==> src/rtl/drs_pkg.sv <==
// Constants and carrier types for the result status encoder
// Function
// Result phase presents status bytes as successive data register reads
// Termination code bits 7,6: 00 normal, 01 abnormal after start
// Termination code 10 invalid command, 11 polling abnormal termination
// Byte 0 bit 5 set when seek, relative seek or recalibrate completes
// Byte 0 bit 4 set on outer track miss or outward overstep
// Byte 0 bit 2 head address, bits 1,0 selected unit
// Byte 1 bit 7 set past final sector or no terminal count
// Byte 1 bit 5 set on CRC error in identifier or data field
// Byte 1 bit 4 set on service overrun or underrun
// Byte 1 bit 2 set when sector, identifier or sequence not found
// Byte 1 bit 1 set when write lock active during write or format
// Byte 1 bit 0 set when identifier or data mark missing
// Byte 2 bit 6 set on data mark kind mismatch for read type
// Byte 2 bit 5 set on data field CRC error
// Byte 2 bit 4 set when identifier track differs from internal track
// Byte 2 bit 1 set when mismatching identifier track equals FF
// Byte 2 bit 0 set when no data or deleted data mark found
// Unused status bits always read zero
// Fields captured at termination and held until all bytes read
package drs_pkg;
	localparam logic [1:0] TC_NORMAL   = 2'h0;
	localparam logic [1:0] TC_ABNORMAL = 2'h1;
	localparam logic [1:0] TC_INVALID  = 2'h2;
	localparam logic [1:0] TC_POLLING  = 2'h3;
	localparam logic [7:0] BAD_TRACK_ID = 8'hFF;
	localparam int B0_TC_HI = 7;
	localparam int B0_TC_LO = 6;
	localparam int B0_SEEK  = 5;
	localparam int B0_FAULT = 4;
	localparam int B0_HEAD  = 2;
	localparam int B0_UNIT_HI = 1;
	localparam int B0_UNIT_LO = 0;
	localparam int B1_END   = 7;
	localparam int B1_CRC   = 5;
	localparam int B1_SVC   = 4;
	localparam int B1_MISS  = 2;
	localparam int B1_LOCK  = 1;
	localparam int B1_MARK  = 0;
	localparam int B2_CTRL  = 6;
	localparam int B2_PCRC  = 5;
	localparam int B2_TRK   = 4;
	localparam int B2_BAD   = 1;
	localparam int B2_PMARK = 0;
	localparam logic [1:0] NUM_BYTES = 2'h3;
	localparam logic [1:0] IDX_FIRST = 2'h0;

	// Raw termination events from the command engine
	typedef struct packed {
		logic       fatal_invalid;
		logic       fatal_polling;
		logic       seek_done;
		logic       recal_no_outer;
		logic       relseek_overstep;
		logic       head;
		logic [1:0] unit_select;
		logic       past_final_sector;
		logic       rw_no_transfer_final;
		logic       id_crc_fail;
		logic       data_crc_fail;
		logic       service_late;
		logic       sector_not_found;
		logic       id_unreadable;
		logic       track_seq_fail;
		logic       write_lock_in;
		logic       write_cmd;
		logic       no_id_after_two_markers;
		logic       no_data_mark;
		logic       read_normal_cmd;
		logic       read_deleted_cmd;
		logic       saw_deleted_mark;
		logic       saw_normal_mark;
		logic [7:0] id_track;
		logic [7:0] internal_track;
	} drs_events_t;

	typedef struct packed {
		logic [7:0] first;
		logic [7:0] second;
		logic [7:0] third;
	} drs_status_t;

	typedef enum logic [1:0] {
		ST_IDLE   = 2'b01,
		ST_RESULT = 2'b10
	} drs_state_t;
endpackage

==> src/rtl/drs_encode.sv <==
// Combinational encoding of termination events into three status bytes
`timescale 1ns/10ps
module drs_encode
(
	input  drs_pkg::drs_events_t ev,
	input  wire logic            started,
	output drs_pkg::drs_status_t st
);
	always_comb
	begin
		logic [1:0] code;
		logic       track_diff;
		logic       abnormal;
		code = drs_pkg::TC_NORMAL;
		abnormal = 1'b0;
		track_diff = (ev.id_track != ev.internal_track);
		st = '0;
		st.second[drs_pkg::B1_END]  = ev.past_final_sector | ev.rw_no_transfer_final;
		st.second[drs_pkg::B1_CRC]  = ev.id_crc_fail | ev.data_crc_fail;
		st.second[drs_pkg::B1_SVC]  = ev.service_late;
		st.second[drs_pkg::B1_MISS] = ev.sector_not_found | ev.id_unreadable | ev.track_seq_fail;
		st.second[drs_pkg::B1_LOCK] = ev.write_lock_in & ev.write_cmd;
		st.second[drs_pkg::B1_MARK] = ev.no_id_after_two_markers | ev.no_data_mark;
		st.third[drs_pkg::B2_CTRL]  = (ev.read_normal_cmd & ev.saw_deleted_mark)
			| (ev.read_deleted_cmd & ev.saw_normal_mark);
		st.third[drs_pkg::B2_PCRC]  = ev.data_crc_fail;
		st.third[drs_pkg::B2_TRK]   = track_diff;
		st.third[drs_pkg::B2_BAD]   = track_diff & (ev.id_track == drs_pkg::BAD_TRACK_ID);
		st.third[drs_pkg::B2_PMARK] = ev.no_data_mark;
		abnormal = (|st.second) | (|st.third) | ev.recal_no_outer | ev.relseek_overstep;
		if (ev.fatal_invalid)
			code = drs_pkg::TC_INVALID;
		else if (ev.fatal_polling)
			code = drs_pkg::TC_POLLING;
		else if (started & abnormal)
			code = drs_pkg::TC_ABNORMAL;
		st.first[drs_pkg::B0_TC_HI:drs_pkg::B0_TC_LO] = code;
		st.first[drs_pkg::B0_SEEK]  = ev.seek_done;
		st.first[drs_pkg::B0_FAULT] = ev.recal_no_outer | ev.relseek_overstep;
		st.first[drs_pkg::B0_HEAD]  = ev.head;
		st.first[drs_pkg::B0_UNIT_HI:drs_pkg::B0_UNIT_LO] = ev.unit_select;
	end
endmodule

==> src/rtl/drs_result_status.sv <==
// Result status capture and sequential data register readout
`timescale 1ns/10ps
module drs_result_status
(
	input  wire logic            sys_clk,
	input  wire logic            reset_n,
	input  wire logic            cmd_done,
	input  wire logic            cmd_started,
	input  drs_pkg::drs_events_t events,
	input  wire logic            data_rd,
	output logic [7:0]           data_out,
	output logic                 result_active,
	output logic                 result_last
);
	drs_pkg::drs_status_t enc;
	drs_pkg::drs_status_t cap_q, cap_d;
	drs_pkg::drs_state_t  state_q, state_d;
	logic [1:0]           idx_q, idx_d;
	logic [7:0]           data_q, data_d;
	logic                 last_q, last_d;
	logic                 active_d;

	drs_encode u_enc
	(
		.ev      (events),
		.started (cmd_started),
		.st      (enc)
	);

	function automatic logic [7:0] pick(input drs_pkg::drs_status_t s, input logic [1:0] i);
		unique case (i)
			2'h0: pick = s.first;
			2'h1: pick = s.second;
			default: pick = s.third;
		endcase
	endfunction

	always_comb
	begin
		state_d = state_q;
		cap_d   = cap_q;
		idx_d   = idx_q;
		data_d  = data_q;
		last_d  = last_q;
		unique case (state_q)
			drs_pkg::ST_IDLE:
			begin
				if (cmd_done)
				begin
					cap_d   = enc;
					idx_d   = drs_pkg::IDX_FIRST;
					data_d  = pick(enc, drs_pkg::IDX_FIRST);
					last_d  = 1'b0;
					state_d = drs_pkg::ST_RESULT;
				end
			end
			drs_pkg::ST_RESULT:
			begin
				// New terminations ignored until host drains all bytes
				if (data_rd)
				begin
					if (idx_q == drs_pkg::NUM_BYTES - 2'h1)
					begin
						state_d = drs_pkg::ST_IDLE;
						data_d  = 8'h00;
						last_d  = 1'b0;
					end
					else
					begin
						idx_d  = idx_q + 2'h1;
						data_d = pick(cap_q, idx_q + 2'h1);
						last_d = (idx_q + 2'h1) == (drs_pkg::NUM_BYTES - 2'h1);
					end
				end
			end
			default:
				state_d = drs_pkg::ST_IDLE;
		endcase
		// Flag follows the next state so it rises with the first byte
		active_d = (state_d == drs_pkg::ST_RESULT);
	end

	always_ff @(posedge sys_clk or negedge reset_n)
	begin
		if (!reset_n)
		begin
			state_q <= drs_pkg::ST_IDLE;
			cap_q   <= '0;
			idx_q   <= 2'h0;
			data_q  <= 8'h00;
			last_q  <= 1'b0;
		end
		else
		begin
			state_q <= state_d;
			cap_q   <= cap_d;
			idx_q   <= idx_d;
			data_q  <= data_d;
			last_q  <= last_d;
		end
	end

	always_ff @(posedge sys_clk or negedge reset_n)
	begin
		if (!reset_n)
			result_active <= 1'b0;
		else
			result_active <= active_d;
	end

	assign data_out    = data_q;
	assign result_last = last_q;
endmodule

==> config.mk <==
export PLATFORM = sky130hd
export DESIGN_NAME = drs_result_status
export DESIGN_NICKNAME = d
export VERILOG_FILES = /design/src/rtl/drs_pkg.sv /design/src/rtl/drs_encode.sv /design/src/rtl/drs_result_status.sv
export SDC_FILE = /design/constraint.sdc
export NUM_CORES = 1
export LEC_CHECK = 0
export BUFFER_PORTS_ARGS = -buffer_cell sky130_fd_sc_hd__buf_2
export CORE_MARGIN = 10
export CORE_UTILIZATION = 49
export CTS_CLUSTER_DIAMETER = 40
export DETAILED_ROUTE_END_ITERATION = 8
export PLACE_DENSITY = 0.89
export SETUP_SLACK_MARGIN = 0.15
export SLEW_MARGIN = 20
export SYNTH_ARGS = -nofsm -noshare
export SYNTH_HDL_FRONTEND = slang
export SYNTH_SLANG_ARGS = --single-unit
==> constraint.sdc <==
create_clock -name sys_clk -period 4.3 [get_ports sys_clk]
set_input_delay 0.645 -clock sys_clk [delete_from_list [all_inputs] [get_ports sys_clk]]
set_output_delay 0.645 -clock sys_clk [all_outputs]
set_load 0.05 [all_outputs]
=== Word level (Yosys, flattened, before mapping) ===
Cells that the tools add are included.
W data, S select, Z words.

* Bits of input ports: 45
* Bits in registers: 32
* Output and inout bits: 10

* Multiplexer cells: 20
* Reduce and logical (&&, ||, !) cells: 7
* Add/sub/neg operators: 1
* Bitwise gates (word level): 15
* Equal/unequal tests: 11

{| class="wikitable"
|+ Operator list
! kind !! number
|-
| $pmux W8 S2 || 2
|-
| $mux W8 || 3
|-
| $mux W2 || 8
|-
| $or A1 B1 Y1 || 10
|-
| $eq A2 B2 Y1 const B || 4
|-
| $eq A8 B8 Y1 const B || 1
|-
| $ne A8 B8 Y1 || 1
|-
| $pmux W2 S2 || 2
|-
| $ne A2 B2 Y1 const B || 3
|-
| $reduce_or A6 Y1 || 1
|-
| $and A1 B1 Y1 || 5
|-
| $reduce_or A5 Y1 || 1
|-
| $eq A2 B1 Y1 const B || 2
|-
| $mux W1 || 4
|-
| $reduce_and A4 Y1 || 1
|-
| $reduce_and A3 Y1 || 1
|-
| $add A2 B1 Y2 const B || 1
|-
| $logic_not A2 Y1 || 1
|-
| $pmux W1 S2 || 1
|-
| $reduce_and A2 Y1 || 1
|-
| $reduce_bool A2 Y1 || 1
|}

=== Longest topological paths before layout ===
Gate-level depths: netlist (run 1).

* Depth in word-level cells: 12
* Gate-level depth with buffers: 7
* Gate-level depth less buffers: 7

=== Cells and area by module ===
A second synthesis (run 1) with hierarchy kept.

* Cells, all modules: 196
* Area, all modules: 2,159.6 um^2

{| class="wikitable"
|+ Modules (own cells, without submodules)
! module !! cells each !! area each (um^2) !! times used
|-
| drs_result_status || 153 || 1,856.8 || 1
|-
| drs_encode || 43 || 302.8 || 1
|}

=== Least setup slack after synthesis (run 1) ===
No wires, ideal clock.

* Kind: register to register
* From: register state_q[0]
* To: register data_q[4] (netlist: data_out[4])
* Buffers on the path: 1
* Arrival: 1,416 ps
* Cell stages (with the launch flop): 7
* Library setup time: 119 ps
* Slack: 2,765 ps
* Cells stage by stage: dfstp_2 inv_1 ha_1 mux2i_2 nor2_4 buf_6 o21a_1

* Word-level cells in the longest chain between the ends: 3

{| class="wikitable"
|+ RTL lines
! element !! RTL line !! text
|-
| start: declaration || drs_result_status.sv:17 || <nowiki>drs_pkg::drs_state_t state_q, state_d;</nowiki>
|-
| start signal: assignment || drs_result_status.sv:87 || <nowiki>state_q <= drs_pkg::ST_IDLE;</nowiki>
|-
| start signal: assignment || drs_result_status.sv:95 || <nowiki>state_q <= state_d;</nowiki>
|-
| $eq A2 B2 Y1 / $eq A2 B1 Y1 (equally long branches) || drs_result_status.sv:45 || <nowiki>unique case (state_q)</nowiki>
|-
| $ne A2 B2 Y1 (no source line) / $reduce_bool A2 Y1 (equally long branches) || -- ||
|-
| $reduce_and A3 Y1 (no source line) || -- ||
|-
| end signal: assignment || drs_result_status.sv:98 || <nowiki>data_q <= data_d;</nowiki>
|-
| end: declaration || drs_result_status.sv:19 || <nowiki>logic [7:0] data_q, data_d;</nowiki>
|}

Several ways; a longest one is shown, not always the timed one.
A chain may end at the register's enable or synchronous reset.

=== Worst setup path in the final report (run 1) ===
* From: register state_q[0]
* To: register idx_q[1]

* Word-level cells in the longest chain between the ends: 3

{| class="wikitable"
|+ RTL lines
! element !! RTL line !! text
|-
| $eq A2 B2 Y1 / $eq A2 B1 Y1 (equally long branches) || drs_result_status.sv:45 ||
|-
| $ne A2 B2 Y1 (no source line) / $reduce_bool A2 Y1 (equally long branches) || -- ||
|-
| $reduce_and A4 Y1 (no source line) || -- ||
|-
| end signal: assignment || drs_result_status.sv:97 || <nowiki>idx_q <= idx_d;</nowiki>
|-
| end: declaration || drs_result_status.sv:18 || <nowiki>logic [1:0] idx_q, idx_d;</nowiki>
|}

Several ways; a longest one is shown, not always the timed one.

==> results of run 1 <==
-- state kept, by name (all words and copies together) (netlist names) --
name,cells
cap_q,18
idx_q,2
state_q,2
result_last,1
data_out,7
result_active,1
-- kinds of logic (layout without fill, tap and decap cells) --
family / Yosys count / after routing / synth area share, %
DFF: 31 / 31 / 46.6
xor gates and xnor gates: 8 / 8 / 4.20
and+or+nand+nor: 58 / 58 / 16.7
muxes: 8 / 8 / 5.56
other: 1 / 1 / 0.225
AOI/OAI and AO/OA: 44 / 44 / 18.4
adders and majority gates: 6 / 6 / 4.50
buffers and inverters: 12 / 66 / 3.83
-- area by class of cell --
class | count | area (um^2) | share of cell area (%)
multi-input cells | 125 | 826 | 41.4
flip-flops and latches | 31 | 777 | 39.0
repair buffers | 53 | 265 | 13.3
well taps | 46 | 57.6 | 2.89
clock buffers | 8 | 48.8 | 2.45
inverters | 5 | 18.8 | 0.942
-- per-layer routing --
metal	global-route usage, %	wire, um
met3	5.24	359
met2	22.2	1780
met1	16.0	1720
met5	0	0
met4	8.06	116
-- through the flow --
step | cell area [um^2] | hold slack [ns] | cells | setup slack, ns
4_1_cts | 1990 | 0.344 | 268 | 2.27
2_1_floorplan | 1670 | 0.349 | 168 | 2.76
5_1_grt | 1990 | 0.367 | 268 | 2.12
3_3_place_gp | 1940 | 0.465 | 260 | 2.33
3_5_place_dp | 1940 | 0.471 | 260 | 2.29
6_report | 1990 | 0.326 | 268 | 2.25
-- Yosys cell counts, types with 2 or more instances --
library cell	count	area, um^2
xnor2_1	8	70.1
nand2_1	23	86.3
nor4_1	2	12.5
mux2_2	7	78.8
nand4_1	6	37.5
dfrtp_1	30	751
nor3_1	4	20.0
a21oi_2	4	35.0
a22oi_1	10	75.1
ha_1	6	75.1
o41ai_2	2	32.5
buf_4	2	15.0
nor2_1	16	60.1
buf_2	3	15.0
a21oi_1	5	25.0
a31oi_1	2	12.5
o21ai_0	14	70.1
inv_1	5	18.8
-- worst reg2reg max path, delay by kind of cell (launching register included) --
family,cells,cell delay [ns]
flops,1,0.55
buf+inv,1,0.05
fa+ha+maj,1,0.36
compound gates,1,0.24
simple gates,2,0.50
mux,1,0.25
-- worst paths after layout --
check | start | endpoint | slack (ns) | cells past startpoint
max reg2reg | state_q[0] | idx_q[1] | 2.25 | 6
min in group sys_clk | cap_q[13] | cap_q[13] | 0.48 | 2
max | state_q[0] | idx_q[1] | 2.25 | 6
min reg2reg | cap_q[13] | cap_q[13] | 0.48 | 2
min | reset_n | data_out[0] | 0.33 | 1
max in group asynchronous | reset_n | cap_q[12] | 3.54 | 1
-- report_power, final --
group	internal, W	leakage, nW	switching, W
clock	0.0000650	0.0265	0.0000946
combinational	0.000238	0.515	0.000422
sequential	0.000425	0.373	0.0000774
total	0.000728	0.915	0.000594
==> flow_summary.yaml, run 1 <==
hold_path:
  hp-class: "primary input to async pin"
outcome:
  outcome: "finished, final reports clean"
drt:
  drt_wl_total_um: 3970
  drc: 0
  vias_per_cell: 5.36
  wl_per_cell_um: 14.8
  final_antenna_net_count: 0
  vias: 1437
  dr.pass1.iters: 5
  drtIter0Drc: 177
placed_design:
  hpwlAfterDp_um: 3190
  gp_congestion: 0.815
  portBuffers: 53
worst_setup_path:
  critical-path-top-delay-family: "flip-flops"
  critPathKind: "register to register"
  arrival_ns: 2.28
  start_kind: "register"
  critPathMaxFanout: 18
  slowest_stage: "dfstp_2"
  slowest_delay_ns: 0.55
  path_buf_inv: 1
  path_cells: "inv_1 -> ha_1 -> mux2i_2 -> nor2_4 -> nand2_1 -> a32o_1"
  critical_path_required_ns: 4.52
  critPathCaptureType: "register"
pwr:
  power_w: 0.00132
  power.density_mw_per_mm2: 664
  p_leak_nw: 0.915
  vdd_drop_max_mv: 0.186
sta:
  tns_ns: 0
  worst_slew_pin_slew_ns: 0.896
  relSlewSlack_pct: 40.2
  clock.fmax_mhz: 487
  setup_viol: 0
  drv_slew: 0
  fin_crit_sh_pct: 47.7
  hold_violations: 0
  fin_crit_ns: 2.05
  rsz0062_at_grt: "no"
  fin_skew_ns: 0.00790
yosys:
  synth_seq_cells: 31
  synth-main-ff-cell: "dfrtp_1"
  synth-async-reset-ratio_pct: 100
  synthCells: 168
  yosysWarnings: 0
  ys_types: 37
  syn_area_mm2: 0.00167
  syn_avg_cell_area_um2: 9.92
  synth_edf_count: 0
  synth_seq_area_share_pct: 46.6
  syn_nets: 219
final_layout:
  antennaDiodeCount: 0
  layout_commonest_cell: "buf_2"
  fin_nets: 272
  drive_above_1_share_pct: 35.1
  mostFrequentLayoutCells: "53 x buf_2, 30 x dfrtp_1, 23 x nand2_1"
  synthToLayoutAreaGrowth_pct: 19.6
  final_core_util_pct: 60.2
  fill_cells: 309
floorplanning:
  die_w_um: 78.3
  core-area_mm2: 0.00331
  ios: 55
  die_area_mm2: 0.00613
  fp.dieH_um: 78.3
  fp-row-count: 21
  start_util_pct: 50.3
cts:
  cts_tree: "yes"
  htreeDepth: 2
  cts_buffer_depth: 2
  cts_buffers: 5
  cts_root_buf: "clkbuf_4"
  clock_latency_ns: 0.34
  cts_setup_buffers: 0
  hold_buffers: 0
  cts_sinks: 31
  post_cts_resize_count: 0
  cts.clk_slew.worst_paths_ns: 0.09
global_route:
  grt_pass1_wl_um: 7050
  overflow: 0
  antenna_found_initial: 0
  grt_pass1_vias: 1596
  grt_max_degree: 32
  track_usage_pct: 14.1
flow_run:
  max_cap_violations: 0
Note: power is estimated with default switching activity, not from simulation.
==> run 2, diff against run 1 <==
CORE_UTILIZATION = 45   (was 49)
PLACE_DENSITY = 0.86   (was 0.89)
clock period = 1.84 ns   (was 4.3 ns; I/O delays follow)
==> run 2 against run 1 <==
Compared with the run above: register-to-register slack got worse by 2.0 ns; maximum frequency rose by 25%; sequential power rose by 130%; power rose to 2.7 times the previous value; worst hold slack got worse by 0.30 ns; worst setup slack got worse by 2.0 ns; cell count rose by 2.2%; die area rose by 6.6%; clock skew fell by 0.0049 ns; via count fell by 1.3%.
==> flow_summary.yaml, run 2 (synthesis results as in run 1) <==
outcome:
  outcome: "finished, final reports clean"
pwr:
  p_leak_nw: 0.974
  power.density_mw_per_mm2: 1680
  comb_power_share_pct: 48.5
  power.share.clock_pct: 19.0
  vdd_drop_max_mv: 0.511
  p_switching_w: 0.00147
  power_w: 0.00361
  p_int_w: 0.00214
  p_sw_share_pct: 40.7
  p_seq_share_pct: 32.6
sta:
  worst_slew_pin_slew_ns: 0.680
  hold_violations: 0
  tns_ns: 0
  rsz0062_at_grt: "yes"
  clock.fmax_mhz: 611
  relSlewSlack_pct: 54.7
  fin_crit_ns: 1.64
  setup_viol: 0
  hold_slack_ns: 0.0302
  fin_skew_ns: 0.00296
  drv_slew: 0
  fin_crit_sh_pct: 89.0
global_route:
  grt_pass1_wl_um: 6790
  antenna_found_initial: 0
  grt_max_degree: 32
  grt_pass1_vias: 1506
  overflow: 0
  track_usage_pct: 12.9
placed_design:
  gp_congestion: 0.827
  placed_cell_area_mm2: 0.00198
  portBuffers: 53
  hpwlAfterDp_um: 3150
worst_setup_path:
  critPathKind: "register to register"
  r2r_end: "data_out[6]"
  critPathCaptureType: "register"
  slowest_delay_ns: 0.54
  start_kind: "register"
  critPathMaxFanout: 8
  arrival_ns: 1.80
  path_cells: "inv_1 -> ha_4 -> mux2i_4 -> nor2_4 -> nor2b_1 -> a31oi_1 -> o21ai_1"
  slowest_stage: "dfstp_2"
  reg2reg_from: "state_q[0]"
  reg2regPathDepth: 7
  critPathLaunch: "state_q[0]"
  crit_path_end: "data_out[6]"
  critical_path_required_ns: 2.00
  ff2ff_setup_slack_ns: 0.20
cts:
  htreeDepth: 2
  cts_buffer_depth: 2
  cts_root_buf: "clkbuf_8"
  cts_sinks: 31
  cts_tree: "yes"
  clock_latency_ns: 0.28
  cts_buffers: 5
  cts.clk_slew.worst_paths_ns: 0.06
floorplanning:
  core-area_mm2: 0.00363
  start_util_pct: 45.9
  fp-row-count: 22
  die_area_mm2: 0.00654
  fp.dieH_um: 80.9
  die_w_um: 80.9
  ios: 55
drt:
  drt_wl_total_um: 3980
  vias: 1418
  drc: 0
  dr.pass1.iters: 4
  final_antenna_net_count: 0
  drtIter0Drc: 92
  vias_per_cell: 5.18
  wl_per_cell_um: 14.5
final_layout:
  regArea_um2: 777
  layout_commonest_cell: "buf_2"
  mostFrequentLayoutCells: "53 x buf_2, 30 x dfrtp_1, 22 x nand2_1"
  drive_above_1_share_pct: 40.3
  fin_area_mm2: 0.00215
  antennaDiodeCount: 0
  synthToLayoutAreaGrowth_pct: 29.1
  fin_nets: 276
  largest_reg_flops: 18
  fill_cells: 331
  multi_input_area_um2: 866
  regMostFlops: "cap_q"
hold_path:
  hp-class: "primary input to async pin"
flow_run:
  max_cap_violations: 0
[run 2: changes by cell type in the layout (fill, tap and decap cells not counted), moves of 2 or more]
cell	previous run	this run
clkbuf_8	0	6
clkbuf_4	5	0
ha_1	6	3
buf_4	0	2
ha_2	0	2
clkbuf_1	3	0
[run 2: routing by layer]
layer	GRT usage (%)	part of all wire, %	vias up
li1	-	-	710
met1	16.3	45	652
met2	19.7	46	52
met3	4.97	7.9	4
met4	4.15	1.1	0
met5	0	0	-
[run 2: how the worst min path moves through the flow]
stage | start | to | cells after the start
floorplan | reset_n | cap_q[0] | 0
global route | reset_n | result_last | 1
detailed placement | reset_n | result_active | 1
global placement | reset_n | result_active | 1
CTS | reset_n | data_out[4] | 1
finish | reset_n | result_active | 1
[run 2: power by group through the flow]
stage          logic, W  registers, W  clock network (W)
6_report        0.00175       0.00117           0.000684
3_3_place_gp    0.00156       0.00117                  0
2_1_floorplan   0.00100       0.00140                  0
5_1_grt         0.00192       0.00122           0.000734
4_1_cts         0.00163       0.00117           0.000711
3_5_place_dp    0.00162       0.00118                  0
[run 2: layout make-up]
class | count | area share, %
sequential | 31 | 36.1
tap | 48 | 2.79
multi-input combinational | 125 | 40.3
timing repair buffer | 57 | 14.5
clock inverter | 2 | 1.63
clock buffer | 6 | 3.84
inverter | 5 | 0.873
[run 2: per-stage QoR]
stage | utilization (%) | std cells | setup slack (ns)
after global placement | 54.5 | 265 | 0.223
after CTS | 57.8 | 273 | 0.181
after global routing | 59.2 | 274 | 0.138
final | 59.2 | 274 | 0.203
after floorplan | - | 168 | 0.305
after detailed placement | 54.5 | 265 | 0.186
[run 2: repair_timing]
item                                    CTS  global route
hold buffers                              0             0
endpoints found under the setup margin    0             8
buffers inserted                          0             1
hold endpoints to repair                  0             0
gates resized for setup                   0             9
[run 2: critical path: cells and delay by family, from the launching register on]
kind / cells / cell delay [ns]
AO/OA/AOI/OAI: 2 / 0.22
adder cells (fa/ha/maj): 1 / 0.17
buffers and inverters: 1 / 0.07
flip-flops: 1 / 0.54
multiplexers: 1 / 0.19
AND/OR/NAND/NOR: 2 / 0.32
==> run 3, diff against run 2 <==
REMOVE_ABC_BUFFERS = 1   (was not set)
==> run 3 against run 2 <==
Compared with the run above: core utilization decreased by 2.2 points; sequential power about the same; largest cell class unchanged; flip-flop and latch count unchanged; cell area decreased by 3.8%; clock power decreased by 29%; critical endpoint is now idx_q[1]; combinational power decreased by 3%.
==> flow_summary.yaml, run 3 (synthesis results as in run 1) <==
cts:
  clock_latency_ns: 0.28
  cts.clk_slew.worst_paths_ns: 0.06
  cts_sinks: 31
  cts_root_buf: "clkbuf_8"
  hold_buffers: 0
  cts_buffers: 5
  cts_buffer_depth: 2
  cts_tree: "yes"
  htreeDepth: 2
floorplanning:
  ios: 55
  start_util_pct: 45.9
  fp-row-count: 22
  die_area_mm2: 0.00654
  fp.dieH_um: 80.9
  core-area_mm2: 0.00363
  die_w_um: 80.9
final_layout:
  regMostFlops: "cap_q"
  fill_cells: 362
  largest_reg_flops: 18
  fin_nets: 277
  fin_area_mm2: 0.00207
  antennaDiodeCount: 0
  synthToLayoutAreaGrowth_pct: 24.2
  mostFrequentLayoutCells: "53 x buf_2, 30 x dfrtp_1, 23 x nand2_1"
  drive_above_1_share_pct: 38.2
  layout_commonest_cell: "buf_2"
sta:
  fin_crit_sh_pct: 88.3
  worst_slew_pin_slew_ns: 0.666
  setup_viol: 0
  fin_crit_ns: 1.63
  tns_ns: 0
  hold_slack_ns: 0.0229
  relSlewSlack_pct: 55.6
  clock.fmax_mhz: 615
  drv_slew: 0
  hold_violations: 0
  timing.final.ws_setup_ns: 0.214
  fin_skew_ns: 0.00635
  rsz0062_at_grt: "no"
worst_setup_path:
  critPathMaxFanout: 5
  critPathCaptureType: "register"
  critPathKind: "register to register"
  reg2regPathDepth: 6
  reg2reg_from: "state_q[0]"
  path_cells: "inv_1 -> ha_2 -> mux2i_4 -> nor2_4 -> nand2_1 -> a32o_1"
  slowest_stage: "dfstp_2"
  r2r_end: "idx_q[1]"
  critical_path_required_ns: 2.01
  arrival_ns: 1.79
  critical-path-top-delay-family: "flip-flops"
  start_kind: "register"
  slowest_delay_ns: 0.54
  ff2ff_setup_slack_ns: 0.21
  path_buf_inv: 1
drt:
  wl_per_cell_um: 14.8
  final_antenna_net_count: 0
  vias_per_cell: 5.33
  vias: 1455
  drt_wl_total_um: 4050
  drc: 0
  dr.pass1.iters: 4
  drtIter0Drc: 103
global_route:
  track_usage_pct: 13.2
  grt_pass1_vias: 1608
  antenna_found_initial: 0
  overflow: 0
  grt_max_degree: 32
  grt_pass1_wl_um: 6890
pwr:
  comb_power_share_pct: 50.5
  p_seq_share_pct: 35.1
  p_sw_share_pct: 43.5
  p_int_w: 0.00189
  p_switching_w: 0.00146
  vdd_drop_max_mv: 0.814
  power_w: 0.00335
  power.density_mw_per_mm2: 1620
  p_leak_nw: 0.945
  power.share.clock_pct: 14.4
placed_design:
  hpwlAfterDp_um: 3080
  placed_cell_area_mm2: 0.00197
  portBuffers: 53
  gp_congestion: 0.789
  place_ws_ns: 0.112
hold_path:
  hp-class: "primary input to async pin"
flow_run:
  max_cap_violations: 0
outcome:
  outcome: "finished, final reports clean"
-- run 3: cell count changes in the layout (fill, tap and decap cells not counted), sizes merged --
cell / change
nor2: +1
bufinv: -1
clkinv: -1
-- run 3: routing by layer --
metal / part of all wire [%] / vias up / track usage [%]
li1: - / 710 / -
met1: 40 / 674 / 15.5
met2: 51 / 64 / 22.2
met3: 7.2 / 7 / 3.20
met4: 1.7 / 0 / 6.57
met5: 0 / - / 0
-- run 3: how the worst max path moves through the flow --
stage                          start     endpoint  slack [ns]  cells past startpoint
after floorplan           state_q[0]     idx_q[1]        0.01                      6
after global placement    state_q[0]     idx_q[1]        0.19                      6
after detailed placement  state_q[0]  data_out[5]        0.11                      7
after CTS                 state_q[0]     idx_q[1]        0.13                      6
after global routing        idx_q[0]  data_out[4]        0.14                      6
final                     state_q[0]     idx_q[1]        0.21                      6
-- run 3: final cells by class --
class | instances | area (um^2) | share of cell area, %
Multi-Input combinational cell | 126 | 846 | 40.9
Tap cell | 48 | 60.1 | 2.90
Clock buffer | 6 | 72.6 | 3.51
Inverter | 5 | 18.8 | 0.907
Timing Repair Buffer | 57 | 295 | 14.3
Sequential cell | 31 | 777 | 37.5
-- run 3: power groups by stage --
stage          Combinational [W]  Clock [W]  Sequential, W
4_1_cts                  0.00164   0.000490        0.00117
3_3_place_gp             0.00154          0        0.00117
2_1_floorplan           0.000931          0        0.00140
6_report                 0.00169   0.000484        0.00118
3_5_place_dp             0.00160          0        0.00119
5_1_grt                  0.00187   0.000518        0.00121
-- run 3: repair_timing --
action                                  CTS  global route
resized for setup                         0             4
endpoints found under the setup margin    6             9
setup buffers                             1             0
pin swaps                                 1             1
hold endpoints to repair                  0             0
gates cloned                              0             1
-- run 3: per-stage QoR --
| stage | std cells | utilization [%] |
|---|---|---|
| after CTS | 272 | 56.4 |
| after global placement | 265 | 54.2 |
| after detailed placement | 265 | 54.2 |
| after floorplan | 161 | - |
| after global routing | 273 | 57.0 |
| final | 273 | 57.0 |
